[src/logic/tmr0c_defs.vh]
// Timer0 counter core: register offsets, field positions, reset values.
// Assumes byte offsets on a 32-bit APB bus, one register per word.
`ifndef TMR0C_DEFS_VH
`define TMR0C_DEFS_VH
`define TMR0C_OFF_COUNT_LOW   12'h59c
`define TMR0C_OFF_PERIOD_HIGH 12'h59d
`define TMR0C_OFF_CONTROL_0   12'h59e
`define TMR0C_OFF_CONTROL_1   12'h59f
`define TMR0C_IDX_COUNT_LOW   10'h167
`define TMR0C_IDX_PERIOD_HIGH 10'h168
`define TMR0C_IDX_CONTROL_0   10'h169
`define TMR0C_IDX_CONTROL_1   10'h16a
`define TMR0C_IDX_STATUS      10'h16b
`define TMR0C_C0_EN           7
`define TMR0C_C0_OUT          5
`define TMR0C_C0_WIDTH        4
`define TMR0C_C1_UNSYNCED_COUNT_SELECT        4
`define TMR0C_ST_FLAG         0
`define TMR0C_ST_IRQEN        1
`define TMR0C_ST_SLEEP        2
`define TMR0C_RST_LOW         8'h00
`define TMR0C_RST_HIGH        8'hff
`define TMR0C_RST_CTRL        8'h00
`define TMR0C_CS_PIN          3'h0
`define TMR0C_CS_PIN_INV      3'h1
`define TMR0C_CS_SYSDIV4      3'h2
`define TMR0C_CS_OSC_HF       3'h3
`define TMR0C_CS_OSC_LF       3'h4
`define TMR0C_CS_OSC_MF       3'h5
`define TMR0C_SYSDIV          2'h3
`endif

[src/logic/tmr0c_timer0_counter_core.v]
// Timer0 counter core with APB register access.
// Assumes clock sources arrive as levels synchronous to pclk.
`timescale 1ns/1ps
`default_nettype none
`include "tmr0c_defs.vh"

// Overview of operation
// - Counter runs 8-bit or 16-bit by width
// - Counts rising edges of prescaled source clock
// - 8-bit: low byte clears on shadow match
// - Match reloads shadow from period high byte
// - 16-bit: low read latches high byte
// - 16-bit: low write loads buffered high
// - 16-bit counter wraps all-ones to zero
// - Running 16-bit count readable, not writable
// - Sync mode: pclk/4 rate, halts in sleep
// - Unsynced_count_select mode counts prescaler edges in sleep
// - Sixteen hidden prescale ratios 1:1 to 1:32768
// - Prescaler clears on count low and control writes, and reset
// - Sixteen hidden postscale ratios 1:1 to 1:16
// - Postscaler clears on count low and control writes, and reset
// - Output toggles on postscaled match/rollover
// - Output routed out and readable in control 0 bit 5
// - Flag set on toggle; irq when enabled
// - Flag every postscale+1 events
// - Counting clock from clock source select
// - Source codes: pin, inverted, div4, oscillators
// - Width bit 1 = 16-bit, 0 = 8-bit
// - Unsynced_count_select event in sleep wakes if enabled
module tmr0c_timer0_counter_core #(
    parameter PRE_W = 15
) (
    // APB
    input  wire        pclk,
    input  wire        presetn,
    input  wire        psel,
    input  wire        penable,
    input  wire        pwrite,
    input  wire [11:0] paddr,
    input  wire [31:0] pwdata,
    output wire [31:0] prdata,
    output wire        pready,
    output wire        pslverr,
    // Clock sources and power state
    input  wire        ext_clk_pin,
    input  wire        osc_hf,
    input  wire        osc_lf,
    input  wire        osc_mf,
    input  wire        sleep_mode,
    // Timer output and interrupt
    output wire        timer_output,
    output wire        timer_irq,
    output wire        wake_req
);

    reg  [7:0]       count_low_r;
    reg  [7:0]       count_high_r;
    reg  [7:0]       period_high_byte_r;
    reg  [7:0]       shadow_r;
    reg  [7:0]       ctrl0_r;
    reg  [7:0]       ctrl1_r;
    reg              timer_event_flag_r;
    reg              timer_irq_enable_r;
    reg  [PRE_W-1:0] pre_cnt_r;
    reg  [3:0]       post_cnt_r;
    reg              out_r;
    reg              src_d_r;
    reg              pre_d_r;
    reg  [1:0]       div4_r;
    reg  [31:0]      prdata_r;
    reg              src_sel;
    reg              pre_out;
    reg  [31:0]      rd_nxt;
    reg              wait_r;

    wire       acc    = psel & penable;
    // Writes and read side effects land only at the edge pready is high
    wire       wr     = acc & wait_r & pwrite;
    wire       rd     = acc & wait_r & ~pwrite;
    // Read data is captured one cycle early so it stands with pready
    wire       rd_cap = acc & ~wait_r & ~pwrite;
    wire [9:0] idx    = paddr[11:2];
    wire       en     = ctrl0_r[`TMR0C_C0_EN];
    wire       width_select = ctrl0_r[`TMR0C_C0_WIDTH];
    wire [3:0] postscale_select = ctrl0_r[3:0];
    wire [2:0] clk_source = ctrl1_r[7:5];
    wire       unsynced_count_select = ctrl1_r[`TMR0C_C1_UNSYNCED_COUNT_SELECT];
    wire [3:0] prescale_select = ctrl1_r[3:0];

    // Byte offsets 0x59c..0x59f share one word, so registers decode by word index, one per word
    function is_reg;
        input [9:0] a;
        input [9:0] want;
        begin
            is_reg = (a == want);
        end
    endfunction

    wire wr_low  = wr & is_reg(idx, `TMR0C_IDX_COUNT_LOW);
    wire wr_high = wr & is_reg(idx, `TMR0C_IDX_PERIOD_HIGH);
    wire wr_c0   = wr & is_reg(idx, `TMR0C_IDX_CONTROL_0);
    wire wr_c1   = wr & is_reg(idx, `TMR0C_IDX_CONTROL_1);
    wire wr_st   = wr & is_reg(idx, `TMR0C_IDX_STATUS);
    wire rd_low  = rd & is_reg(idx, `TMR0C_IDX_COUNT_LOW);
    wire scaler_clr = wr_low | wr_c0 | wr_c1;

    // Source mux; reserved codes hold the source low
    always @* begin
        case (clk_source)
            `TMR0C_CS_PIN:     src_sel = ext_clk_pin;
            `TMR0C_CS_PIN_INV: src_sel = ~ext_clk_pin;
            `TMR0C_CS_SYSDIV4: src_sel = div4_r[1];
            `TMR0C_CS_OSC_HF:  src_sel = osc_hf;
            `TMR0C_CS_OSC_LF:  src_sel = osc_lf;
            `TMR0C_CS_OSC_MF:  src_sel = osc_mf;
            default:           src_sel = 1'b0;
        endcase
    end

    wire src_rise = src_sel & ~src_d_r;

    // Prescaler output: bit (field-1) of counter; field 0 passes source
    always @* begin
        if (prescale_select == 4'h0) begin
            pre_out = src_sel;
        end else begin
            pre_out = pre_cnt_r[prescale_select - 4'h1];
        end
    end

    wire pre_rise = pre_out & ~pre_d_r;
    // Sync path is gated to pclk/4 phase and stops in sleep; unsynced_count_select does not
    wire sync_ok = (div4_r == `TMR0C_SYSDIV) & ~sleep_mode;
    wire tick = en & pre_rise & (unsynced_count_select | sync_ok);

    // 8-bit match against shadow, or 16-bit rollover
    wire match8 = ~width_select & (count_low_r == shadow_r);
    wire roll16 = width_select & (&{count_high_r, count_low_r});
    wire event_in = tick & (match8 | roll16);
    wire post_hit = event_in & (post_cnt_r == postscale_select);

    // Source edges are counted every cycle; a prescaler edge is held while sync gating is closed
    always @(posedge pclk or negedge presetn) begin
        if (!presetn) begin
            div4_r  <= 2'h0;
            src_d_r <= 1'b0;
            pre_d_r <= 1'b0;
            pre_cnt_r <= {PRE_W{1'b0}};
        end else begin
            div4_r  <= div4_r + 2'h1;
            src_d_r <= src_sel;
            if (unsynced_count_select | sync_ok) begin
                pre_d_r <= pre_out;
            end
            if (scaler_clr) begin
                pre_cnt_r <= {PRE_W{1'b0}};
            end else if (en & src_rise) begin
                pre_cnt_r <= pre_cnt_r + {{(PRE_W-1){1'b0}}, 1'b1};
            end
        end
    end

    // Counter, shadow and postscaler
    always @(posedge pclk or negedge presetn) begin
        if (!presetn) begin
            count_low_r  <= `TMR0C_RST_LOW;
            count_high_r <= `TMR0C_RST_LOW;
            shadow_r     <= `TMR0C_RST_HIGH;
            post_cnt_r   <= 4'h0;
            out_r        <= 1'b0;
        end else begin
            if (wr_low && !(en && width_select)) begin
                count_low_r <= pwdata[7:0];
                if (width_select) begin
                    count_high_r <= period_high_byte_r;
                end
            end else if (tick) begin
                if (match8) begin
                    count_low_r <= 8'h00;
                    shadow_r    <= period_high_byte_r;
                end else begin
                    {count_high_r, count_low_r} <= width_select ?
                        {count_high_r, count_low_r} + 16'h0001 :
                        {count_high_r, count_low_r + 8'h01};
                end
            end
            if (scaler_clr) begin
                post_cnt_r <= 4'h0;
            end else if (post_hit) begin
                post_cnt_r <= 4'h0;
            end else if (event_in) begin
                post_cnt_r <= post_cnt_r + 4'h1;
            end
            if (post_hit) begin
                out_r <= ~out_r;
            end
        end
    end

    // Registers; flag set beats a software clear in the same cycle
    always @(posedge pclk or negedge presetn) begin
        if (!presetn) begin
            period_high_byte_r <= `TMR0C_RST_HIGH;
            ctrl0_r            <= `TMR0C_RST_CTRL;
            ctrl1_r            <= `TMR0C_RST_CTRL;
            timer_event_flag_r <= 1'b0;
            timer_irq_enable_r <= 1'b0;
            prdata_r           <= 32'h0;
        end else begin
            if (rd_low && width_select) begin
                period_high_byte_r <= count_high_r;
            end else if (wr_high) begin
                period_high_byte_r <= pwdata[7:0];
            end
            if (wr_c0) begin
                ctrl0_r <= {pwdata[7], 1'b0, 1'b0, pwdata[4:0]};
            end
            if (wr_c1) begin
                ctrl1_r <= pwdata[7:0];
            end
            if (wr_st) begin
                timer_irq_enable_r <= pwdata[`TMR0C_ST_IRQEN];
            end
            if (post_hit) begin
                timer_event_flag_r <= 1'b1;
            end else if (wr_st && !pwdata[`TMR0C_ST_FLAG]) begin
                timer_event_flag_r <= 1'b0;
            end
            if (rd_cap) begin
                prdata_r <= rd_nxt;
            end
        end
    end

    // Read mux
    always @* begin
        rd_nxt = 32'h0;
        case (idx)
            `TMR0C_IDX_COUNT_LOW:   rd_nxt[7:0] = count_low_r;
            `TMR0C_IDX_PERIOD_HIGH: rd_nxt[7:0] = period_high_byte_r;
            `TMR0C_IDX_CONTROL_0:   rd_nxt[7:0] =
                {ctrl0_r[7:6], out_r, ctrl0_r[4:0]};
            `TMR0C_IDX_CONTROL_1:   rd_nxt[7:0] = ctrl1_r;
            `TMR0C_IDX_STATUS:      rd_nxt[2:0] =
                {sleep_mode, timer_irq_enable_r, timer_event_flag_r};
            default:                rd_nxt = 32'h0;
        endcase
    end

    // One wait state keeps read data registered
    always @(posedge pclk or negedge presetn) begin
        if (!presetn) begin
            wait_r <= 1'b0;
        end else begin
            wait_r <= acc & ~wait_r;
        end
    end

    wire mapped = (idx >= `TMR0C_IDX_COUNT_LOW) && (idx <= `TMR0C_IDX_STATUS);
    assign pready  = wait_r;
    assign pslverr = wait_r & ~mapped;
    assign prdata  = prdata_r;
    assign timer_output = out_r;
    assign timer_irq = timer_event_flag_r & timer_irq_enable_r;
    assign wake_req = timer_irq & sleep_mode & unsynced_count_select;

endmodule
`default_nettype wire

[config.mk]
export PLATFORM = sky130hd
export DESIGN_NAME = tmr0c_timer0_counter_core
export DESIGN_NICKNAME = d
export VERILOG_FILES = /design/src/logic/tmr0c_timer0_counter_core.v
export VERILOG_INCLUDE_DIRS = /design/src /design/src/logic
export SDC_FILE = /design/constraint.sdc
export NUM_CORES = 1
export LEC_CHECK = 0
export ABC_AREA = 0
export BUFFER_PORTS_ARGS = -buffer_cell sky130_fd_sc_hd__clkbuf_2
export CORE_MARGIN = 1.5
export CORE_UTILIZATION = 40
export CTS_CLUSTER_SIZE = 25
export DETAILED_ROUTE_END_ITERATION = 8
export GPL_ROUTABILITY_DRIVEN = 1
export PLACE_DENSITY = 0.62
export SYNTH_ARGS = -nofsm -noshare
export SYNTH_HDL_FRONTEND = slang
export SYNTH_SLANG_ARGS = --single-unit
[constraint.sdc]
create_clock -name pclk -period 2.6 [get_ports pclk]
set_input_delay 0.65 -clock pclk [delete_from_list [all_inputs] [get_ports pclk]]
set_output_delay 0.65 -clock pclk [all_outputs]
set_load 0.02 [all_outputs]
==> impl_metrics.py, run 1 <==
metrics = {
    "clock_network": {
        "ctsHoldBuffers": 0,
        "cts_buffers": 9,
        "cts_sinks": 81,
        "clockBufferDepth": 2,
        "path_clk_slew_ns": 0.06,
        "clk_latency_ns": 0.35,
        "cts_root_buf": "clkbuf_16",
        "cts_tree": "built",
        "htreeDepth": 3,
    },
    "timing": {
        "post-route-period-util": 0.969,
        "worstMarginPinSlew_ns": 0.592,
        "setup_tns_ns": 0,
        "drv_slew": 0,
        "min_period_ns": 2.52,
        "setup_violations": 0,
        "max_freq_mhz": 397,
        "hold_viol": 0,
        "skew_ns": 0.0104,
        "rsz0062_at_grt": "yes",
        "maxSlewHeadroom": 0.605,
        "finalHoldWorstSlack_ns": 0.260,
    },
    "layout": {
        "layout.nets": 643,
        "seq_area_sq_um": 2050,
        "fin_util": 0.481,
        "antenna_cells": 0,
        "fillers": 1160,
        "multi_input_area_sq_um": 2760,
        "final_cell_mix": "dfrtp_1, nor2_1, nand2_1",
        "layout_commonest_cell": "dfrtp_1",
        "final_cells": 756,
        "drive_above_1_share": 0.247,
        "area_delta_synth_final_pct": 15.8,
    },
    "grt": {
        "grt_max_degree": 48,
        "track_usage": 0.220,
        "antenna_found_initial": 0,
        "overflow": 0,
        "grt_pass1_wl_microns": 22400,
        "first_global_vias": 4280,
    },
    "pwr": {
        "p_leak_nw": 2.54,
        "p_sw_w": 0.000672,
        "total_power_w": 0.00284,
        "p_comb_frac": 0.058,
        "intPower_w": 0.00217,
        "power.density_nw_per_um2": 485,
        "peakVddDrop_v": 0.000344,
        "sequentialPowerShare": 0.453,
        "power_frac_clock": 0.489,
        "switching_share": 0.236,
    },
    "placement": {
        "gp_congestion": 0.900,
        "dp_hpwl_microns": 10000,
        "placed_cells": 739,
        "io_buffers": 40,
    },
    "routing": {
        "routed_wirelength_microns": 13700,
        "drt_iter0_markers": 418,
        "dr_total_vias": 4299,
        "drc": 0,
        "firstDrtPassIters": 5,
        "wire_per_inst_microns": 18.1,
        "antenna_left": 0,
        "via_per_inst": 5.69,
    },
    "critical_path": {
        "r2r-end": "post_cnt_r[2]",
        "r2r_cells": 8,
        "crit_start": "ctrl1_r[0]",
        "rrSetupSlack_ns": 0.08,
        "cp.required_ns": 2.81,
        "worstPathArrival_ns": 2.73,
        "endpoint_kind": "flip-flop",
        "path_max_fanout": 10,
        "r2r_start": "ctrl1_r[0]",
        "worstSetupPathType": "reg2reg",
        "worst_setup_path_start_kind": "flip-flop",
    },
    "synthesis": {
        "synth_seq_area_share": 0.405,
        "async_reset_ff_frac": 1.00,
        "ys_types": 68,
        "synth_edf_count": 0,
        "ys_warn_count": 0,
        "synthCells": 531,
        "avgSynthCellArea_sq_um": 9.51,
        "ys_seq_elements": 81,
        "syn_area_sq_um": 5050,
        "synth-main-ff-cell": "dfrtp_1",
    },
    "floorplan": {
        "rows": 40,
        "die_area_sq_um": 13300,
        "die-width_microns": 115,
        "start_util": 0.415,
        "coreArea_sq_um": 12200,
        "io_pins": 91,
        "die_h_microns": 115,
    },
    "job": {
        "maxCapViolCount": 0,
    },
    "run_status": {
        "outcome": "finished clean",
    },
    "min_path": {
        "hp-class": "in2async",
    },
}
area by class of cell:
type / count / area share
inverters: 13 / 0.00834
clock buffers: 10 / 0.0391
repair buffers: 72 / 0.0799
multi-input cells: 406 / 0.471
clock inverters: 6 / 0.0158
flip-flops and latches: 81 / 0.350
well taps: 168 / 0.0359
per-stage QoR:
step / area [sq um] / worst slack [ns]
2_1_floorplan: 5140 / 0.0377
3_3_place_gp: 5480 / -0.00217
3_5_place_dp: 5480 / -0.105
4_1_cts: 5830 / 0.0220
5_1_grt: 5850 / -0.00206
6_report: 5850 / 0.0797
power by group through the flow:
stage                     combinational (W)  sequential (W)  clock, W
after floorplan                    0.000108         0.00131         0
after global placement             0.000163         0.00131         0
after detailed placement           0.000165         0.00131         0
after CTS                          0.000166         0.00129   0.00140
after global routing               0.000184         0.00129   0.00146
final                              0.000164         0.00129   0.00139
timing repair:
item                                   CTS  global route
pin swaps                                1             2
setup endpoints to repair               12            17
endpoints found under the hold margin    0             0
buffers inserted                         1             0
resized for setup                        2             6
state kept, by name, indices dropped and copies added, names as in the netlist, 6 cells and up:
| name | cells |
|---|---|
| ctrl0_r | 6 |
| period_high_byte_r | 8 |
| prdata | 8 |
| count_high_r | 8 |
| count_low_r | 8 |
| pre_cnt_r | 15 |
| ctrl1_r | 8 |
| shadow_r | 8 |
layer usage:
| metal | wire, microns | track usage |
|---|---|---|
| met5 | 0 | 0 |
| met4 | 427 | 0.102 |
| met3 | 854 | 0.0337 |
| met2 | 6210 | 0.349 |
| met1 | 6220 | 0.296 |
cell usage after synthesis, types with 7 or more instances:
library cell / number / area share
dfstp_2: 16 / 0.083
and3_1: 11 / 0.014
buf_4: 25 / 0.037
nor3_1: 8 / 0.0079
o21ai_0: 13 / 0.013
xnor2_1: 22 / 0.038
nor4_1: 11 / 0.014
nand4_1: 11 / 0.014
and2_1: 9 / 0.011
a22o_1: 8 / 0.014
dfrtp_1: 65 / 0.32
mux2i_1: 12 / 0.024
nor2_1: 45 / 0.033
or3_1: 14 / 0.017
mux2_2: 27 / 0.060
a21oi_1: 22 / 0.022
nand3_1: 24 / 0.024
nand2_1: 41 / 0.030
xor2_1: 7 / 0.012
clkbuf_1: 20 / 0.015
inv_1: 12 / 0.0089
critical path, cell delays in order, from the launching register on:
cell and delay, ns:
dfrtp_1 0.38, inv_1 0.10, ha_2 0.22, xor2_1 0.19
mux2_2 0.38, a32oi_4 0.23, o21a_2 0.35, nand3_1 0.17
o32ai_1 0.38
how the worst max path moves through the flow:
stage | to | cells past startpoint
floorplan | pslverr | 5
global route | post_cnt_r[2] | 8
detailed placement | shadow_r[4] | 8
CTS | post_cnt_r[2] | 8
finish | post_cnt_r[2] | 8
global placement | shadow_r[6] | 8
cell families after synthesis:
kind of cell,count (synthesis),share of synthesized area
AOI/OAI and AO/OA,90,0.130
and+or+nand+nor,216,0.232
adders and majority gates,6,0.0149
xor gates and xnor gates,29,0.0503
muxes,41,0.0944
other,1,0.000742
DFF,81,0.405
buffers and inverters,67,0.0726
(Power assumes the default switching activity.)
==> inputs of run 2 (changes only) <==
Settings changed: SETUP_SLACK_MARGIN set to 0.3.
==> impl_metrics.py, run 2 (synthesis results as in run 1) <==
metrics = {
    "floorplan": {
        "die_area_sq_um": 13300,
        "die-width_microns": 115,
        "io_pins": 91,
        "start_util": 0.415,
        "rows": 40,
        "coreArea_sq_um": 12200,
        "die_h_microns": 115,
    },
    "pwr": {
        "power.density_nw_per_um2": 451,
        "total_power_w": 0.00281,
        "peakVddDrop_v": 0.000317,
        "p_leak_nw": 2.67,
    },
    "timing": {
        "drv_slew": 0,
        "timing.final.ws_setup_ns": 0.185,
        "setup_tns_ns": 0,
        "maxSlewHeadroom": 0.630,
        "min_period_ns": 2.42,
        "max_freq_mhz": 414,
        "setup_violations": 0,
        "hold_viol": 0,
        "skew_ns": 0.00622,
        "worstMarginPinSlew_ns": 0.553,
        "rsz0062_at_grt": "yes",
        "finalHoldWorstSlack_ns": 0.214,
        "post-route-period-util": 0.929,
    },
    "clock_network": {
        "cts_buffers": 9,
        "ctsHoldBuffers": 0,
        "cts_root_buf": "clkbuf_16",
        "path_clk_slew_ns": 0.06,
        "clk_latency_ns": 0.34,
        "cts_tree": "built",
        "clockBufferDepth": 2,
        "cts_sinks": 81,
        "htreeDepth": 3,
    },
    "placement": {
        "dp_slack_ns": 0.0258,
        "io_buffers": 40,
        "gp_congestion": 0.929,
        "dp_hpwl_microns": 9980,
    },
    "grt": {
        "grt_pass1_wl_microns": 22400,
        "first_global_vias": 4213,
        "grt_max_degree": 56,
        "track_usage": 0.221,
        "antenna_found_initial": 0,
        "overflow": 0,
    },
    "layout": {
        "fin_util": 0.512,
        "regMostFlops": "pre_cnt_r",
        "drive_above_1_share": 0.307,
        "layout_commonest_cell": "dfrtp_1",
        "antenna_cells": 0,
        "area_delta_synth_final_pct": 23.2,
        "layout.nets": 655,
        "fillers": 1109,
        "largest_reg_flops": 15,
        "final_cell_mix": "dfrtp_1, nor2_1, nand2_1",
    },
    "routing": {
        "wire_per_inst_microns": 18.4,
        "firstDrtPassIters": 8,
        "drc": 0,
        "via_per_inst": 5.73,
        "dr_total_vias": 4400,
        "drt_iter0_markers": 551,
        "routed_wirelength_microns": 14200,
        "antenna_left": 0,
    },
    "critical_path": {
        "worstSetupPathType": "reg2reg",
        "cp.required_ns": 2.86,
        "worst_setup_path_start_kind": "flip-flop",
        "endpoint_kind": "flip-flop",
        "crit_buf_inv": 3,
        "path_delay_family": "multiplexers",
        "slowest_stage": "mux4_1",
        "path_cells": "buf_4 -> mux4_1 -> nand2_1 -> nand4_1 -> buf_6 -> o21ai_4 -> nor3_4 -> buf_12 -> mux2_4",
        "worstPathArrival_ns": 2.68,
        "path_max_fanout": 10,
        "cpPeakStageDelay_ns": 0.60,
    },
    "run_status": {
        "outcome": "finished clean",
    },
    "job": {
        "maxCapViolCount": 0,
    },
    "min_path": {
        "hp-class": "in2async",
    },
}
-- run 2: cell types whose count changed in the layout (fill, tap and decap cells not counted), sizes merged --
cell and delta:
clkbuf -1, o21ai +1, buf +12, clkinv +2, clkinvlp -2
-- run 2: power by group --
part,internal (W),switching (W)
combinational,0.0000545,0.000117
sequential,0.00128,0.0000121
clock,0.000838,0.000512
total,0.00217,0.000641
-- run 2: per-stage QoR --
step	std cells	cell area, sq um
6_report	768	6220
5_1_grt	768	6220
4_1_cts	765	6030
3_5_place_dp	739	5530
3_3_place_gp	739	5530
2_1_floorplan	554	5190
-- run 2: routing by layer --
metal  global-route usage  wire, microns
met1                0.301           6270
met2                0.344           6490
met3               0.0411            905
met4               0.0971            486
met5                    0              0
-- run 2: final timing paths --
path,end,from,slack (ns),cells after the start
hold / removal,post_cnt_r[1],presetn,0.21,1
setup reg to reg,shadow_r[7],ctrl1_r[0],0.18,9
setup / recovery,shadow_r[7],ctrl1_r[0],0.18,9
max in group asynchronous,period_high_byte_r[3],presetn,1.72,2
hold reg to reg,div4_r[0],div4_r[0],0.44,1
min in group pclk,div4_r[0],div4_r[0],0.44,1
-- run 2: timing repair --
item                       in CTS  in global routing
setup endpoints to repair      26                 33
resized for setup              23                 39
hold endpoints to repair        0                  0
pin swaps                       9                 10
buffers inserted                9                  3
cloned                          1                  0
-- run 2: area by class of cell --
cell class | count | area [sq um] | area share
clock buffers | 10 | 229 | 0.0368
clock inverters | 6 | 83.8 | 0.0135
inverters | 13 | 51.3 | 0.00824
multi-input cells | 407 | 2980 | 0.480
flip-flops and latches | 81 | 2050 | 0.329
well taps | 168 | 210 | 0.0338
repair buffers | 83 | 616 | 0.0989
-- run 2: worst reg2reg max path: stages, from the launching register on --
cell and delay, ns:
dfrtp_1 0.39, buf_4 0.24, mux4_1 0.60, nand2_1 0.10, nand4_1 0.18, buf_6 0.20
o21ai_4 0.11, nor3_4 0.07, buf_12 0.15, mux2_4 0.29
==> inputs of run 3 (changes only) <==
Settings changed: ABC_AREA 0 to 1, SLEW_MARGIN set to 20.
==> impl_metrics.py, run 3 <==
metrics = {
    "run_status": {
        "outcome": "finished clean",
    },
    "timing": {
        "skew_ns": 0.00629,
        "rsz0062_at_grt": "yes",
        "min_period_ns": 2.24,
        "drv_slew": 0,
        "setup_tns_ns": 0,
        "max_freq_mhz": 447,
        "finalHoldWorstSlack_ns": 0.254,
        "hold_viol": 0,
        "setup_violations": 0,
        "maxSlewHeadroom": 0.600,
        "worstMarginPinSlew_ns": 0.600,
        "post-route-period-util": 0.860,
    },
    "synthesis": {
        "synth-main-ff-cell": "dfrtp_1",
        "synth_area_leader_cell": "dfrtp_1",
        "ys_seq_elements": 81,
        "synth_seq_area_share": 0.396,
        "ys_types": 49,
        "netlist_top_cells_count": "nand2_1, inv_1, dfrtp_1, nand3_1, o21ai_0",
        "avgSynthCellArea_sq_um": 7.69,
        "ys_warn_count": 0,
        "synthCells": 672,
        "syn_area_sq_um": 5170,
        "synth_edf_count": 0,
        "synth_top_area_frac": 0.315,
        "synth.most_common_cell": "nand2_1",
        "yosys-top-cells-area": "dfrtp_1, nand2_1, dfstp_2",
        "async_reset_ff_frac": 1.00,
    },
    "layout": {
        "fin_util": 0.463,
        "regMostFlops": "pre_cnt_r",
        "area_delta_synth_final_pct": 12.9,
        "layout_commonest_cell": "nand2_1",
        "largest_reg_flops": 15,
        "seq_area_sq_um": 2050,
        "final_cells": 900,
        "multi_input_area_sq_um": 2630,
        "fillers": 1274,
        "drive_above_1_share": 0.187,
        "final_cell_mix": "nand2_1, inv_1, dfrtp_1",
        "antenna_cells": 0,
        "layout.nets": 783,
    },
    "grt": {
        "first_global_vias": 4209,
        "antenna_found_initial": 0,
        "overflow": 0,
        "grt_pass1_wl_microns": 20800,
        "grt_max_degree": 36,
        "track_usage": 0.200,
    },
    "routing": {
        "dr_total_vias": 4598,
        "drt_iter0_markers": 285,
        "drc": 0,
        "via_per_inst": 5.11,
        "antenna_left": 0,
        "routed_wirelength_microns": 13000,
        "firstDrtPassIters": 4,
        "wire_per_inst_microns": 14.5,
    },
    "critical_path": {
        "rrSetupSlack_ns": 0.52,
        "path_cells": "clkbuf_2 -> nand2_1 -> nor3_4 -> nand3_4 -> o211a_1 -> clkbuf_2",
        "endpoint_kind": "output pin",
        "cp_common_cell": "clkbuf_2",
        "r2r_start": "ctrl1_r[1]",
        "worst_setup_path_start_kind": "input port",
        "r2r-end": "count_high_r[7]",
        "worstPathArrival_ns": 1.59,
        "cp.required_ns": 1.95,
        "crit_buf_inv": 2,
        "worstSetupPathType": "in2out",
        "slowest_stage": "nor3_4",
        "path_max_fanout": 5,
        "cpPeakStageDelay_ns": 0.27,
        "path_delay_family": "simple AND/OR/NAND/NOR gates",
        "r2r_cells": 13,
    },
    "clock_network": {
        "clockBufferDepth": 2,
        "ctsHoldBuffers": 0,
        "path_clk_slew_ns": 0.06,
        "cts_tree": "built",
        "cts_sinks": 81,
        "cts_buffers": 9,
        "clk_latency_ns": 0.35,
        "cts_root_buf": "clkbuf_16",
        "htreeDepth": 3,
    },
    "min_path": {
        "hp-class": "in2async",
    },
    "floorplan": {
        "die_h_microns": 117,
        "rows": 41,
        "die-width_microns": 117,
        "die_area_sq_um": 13600,
        "io_pins": 91,
        "coreArea_sq_um": 12600,
        "start_util": 0.410,
    },
    "pwr": {
        "p_leak_nw": 2.91,
        "peakVddDrop_v": 0.000312,
        "power.density_nw_per_um2": 468,
    },
    "placement": {
        "io_buffers": 40,
        "gp_congestion": 0.864,
        "dp_hpwl_microns": 9910,
        "placed_cells": 880,
    },
    "job": {
        "maxCapViolCount": 0,
    },
}
==> run 3: where the power goes <==
part	switching (W)	internal (W)
registers	0.00000743	0.00127
logic	0.000129	0.0000454
clock network	0.000514	0.000762
==> run 3: per-layer routing <==
metal	up-vias	global-route usage	wire, microns
li1	2277	-	-
met1	2164	0.261	5940
met2	127	0.327	6180
met3	30	0.0467	627
met4	0	0.0723	299
met5	-	0	0
==> run 3: logic make-up (layout without fill, tap and decap cells) <==
group,Yosys count,in the layout,share of synthesized area
DFF,81,81,0.396
buffers and inverters,119,152,0.116
adders and majority gates,6,6,0.0145
xor gates and xnor gates,24,24,0.0407
AOI/OAI and AO/OA,125,125,0.147
and+or+nand+nor,316,316,0.285
other,1,24,0.000725
==> run 3: timing repair <==
action	4_1_cts	5_1_grt
pin swaps	0	3
endpoints found under the setup margin	1	9
gates resized for setup	1	2
buffers inserted	0	4
==> run 3: cell type report <==
type / instances / share of cell area
repair buffers: 56 / 0.0596
flip-flops and latches: 81 / 0.351
inverters: 80 / 0.0521
well taps: 172 / 0.0369
clock inverters: 6 / 0.00986
clock buffers: 10 / 0.0409
multi-input cells: 495 / 0.450
==> run 3: stage by stage <==
step           total power, W  area (sq um)  setup slack (ns)
6_report              0.00273          5840             0.363
5_1_grt               0.00283          5840             0.295
4_1_cts               0.00276          5790             0.325
3_5_place_dp          0.00148          5490             0.261
3_3_place_gp          0.00147          5490             0.274
2_1_floorplan         0.00142          5260             0.478
==> run 3: worst reg2reg max path: stages, from the launching register on <==
cell and delay, ns:
dfrtp_1 0.35, inv_1 0.22, ha_4 0.27, inv_1 0.11, nand3_1 0.09, nand3_1 0.08, nand3_1 0.07, nand2_1 0.09
nand2_2 0.09, nand3_4 0.10, nand2_4 0.14, nand2_4 0.22, nand2_1 0.11, o21ai_2 0.06
==> run 3: how the worst max path moves through the flow <==
stage	startpoint	endpoint	slack, ns	depth (start not counted)
finish	paddr[3]	pslverr	0.36	6
global route	ctrl1_r[1]	count_high_r[7]	0.30	13
CTS	paddr[6]	pslverr	0.32	7
detailed placement	paddr[10]	pslverr	0.26	8
global placement	paddr[10]	pslverr	0.27	8
floorplan	paddr[10]	pslverr	0.48	7
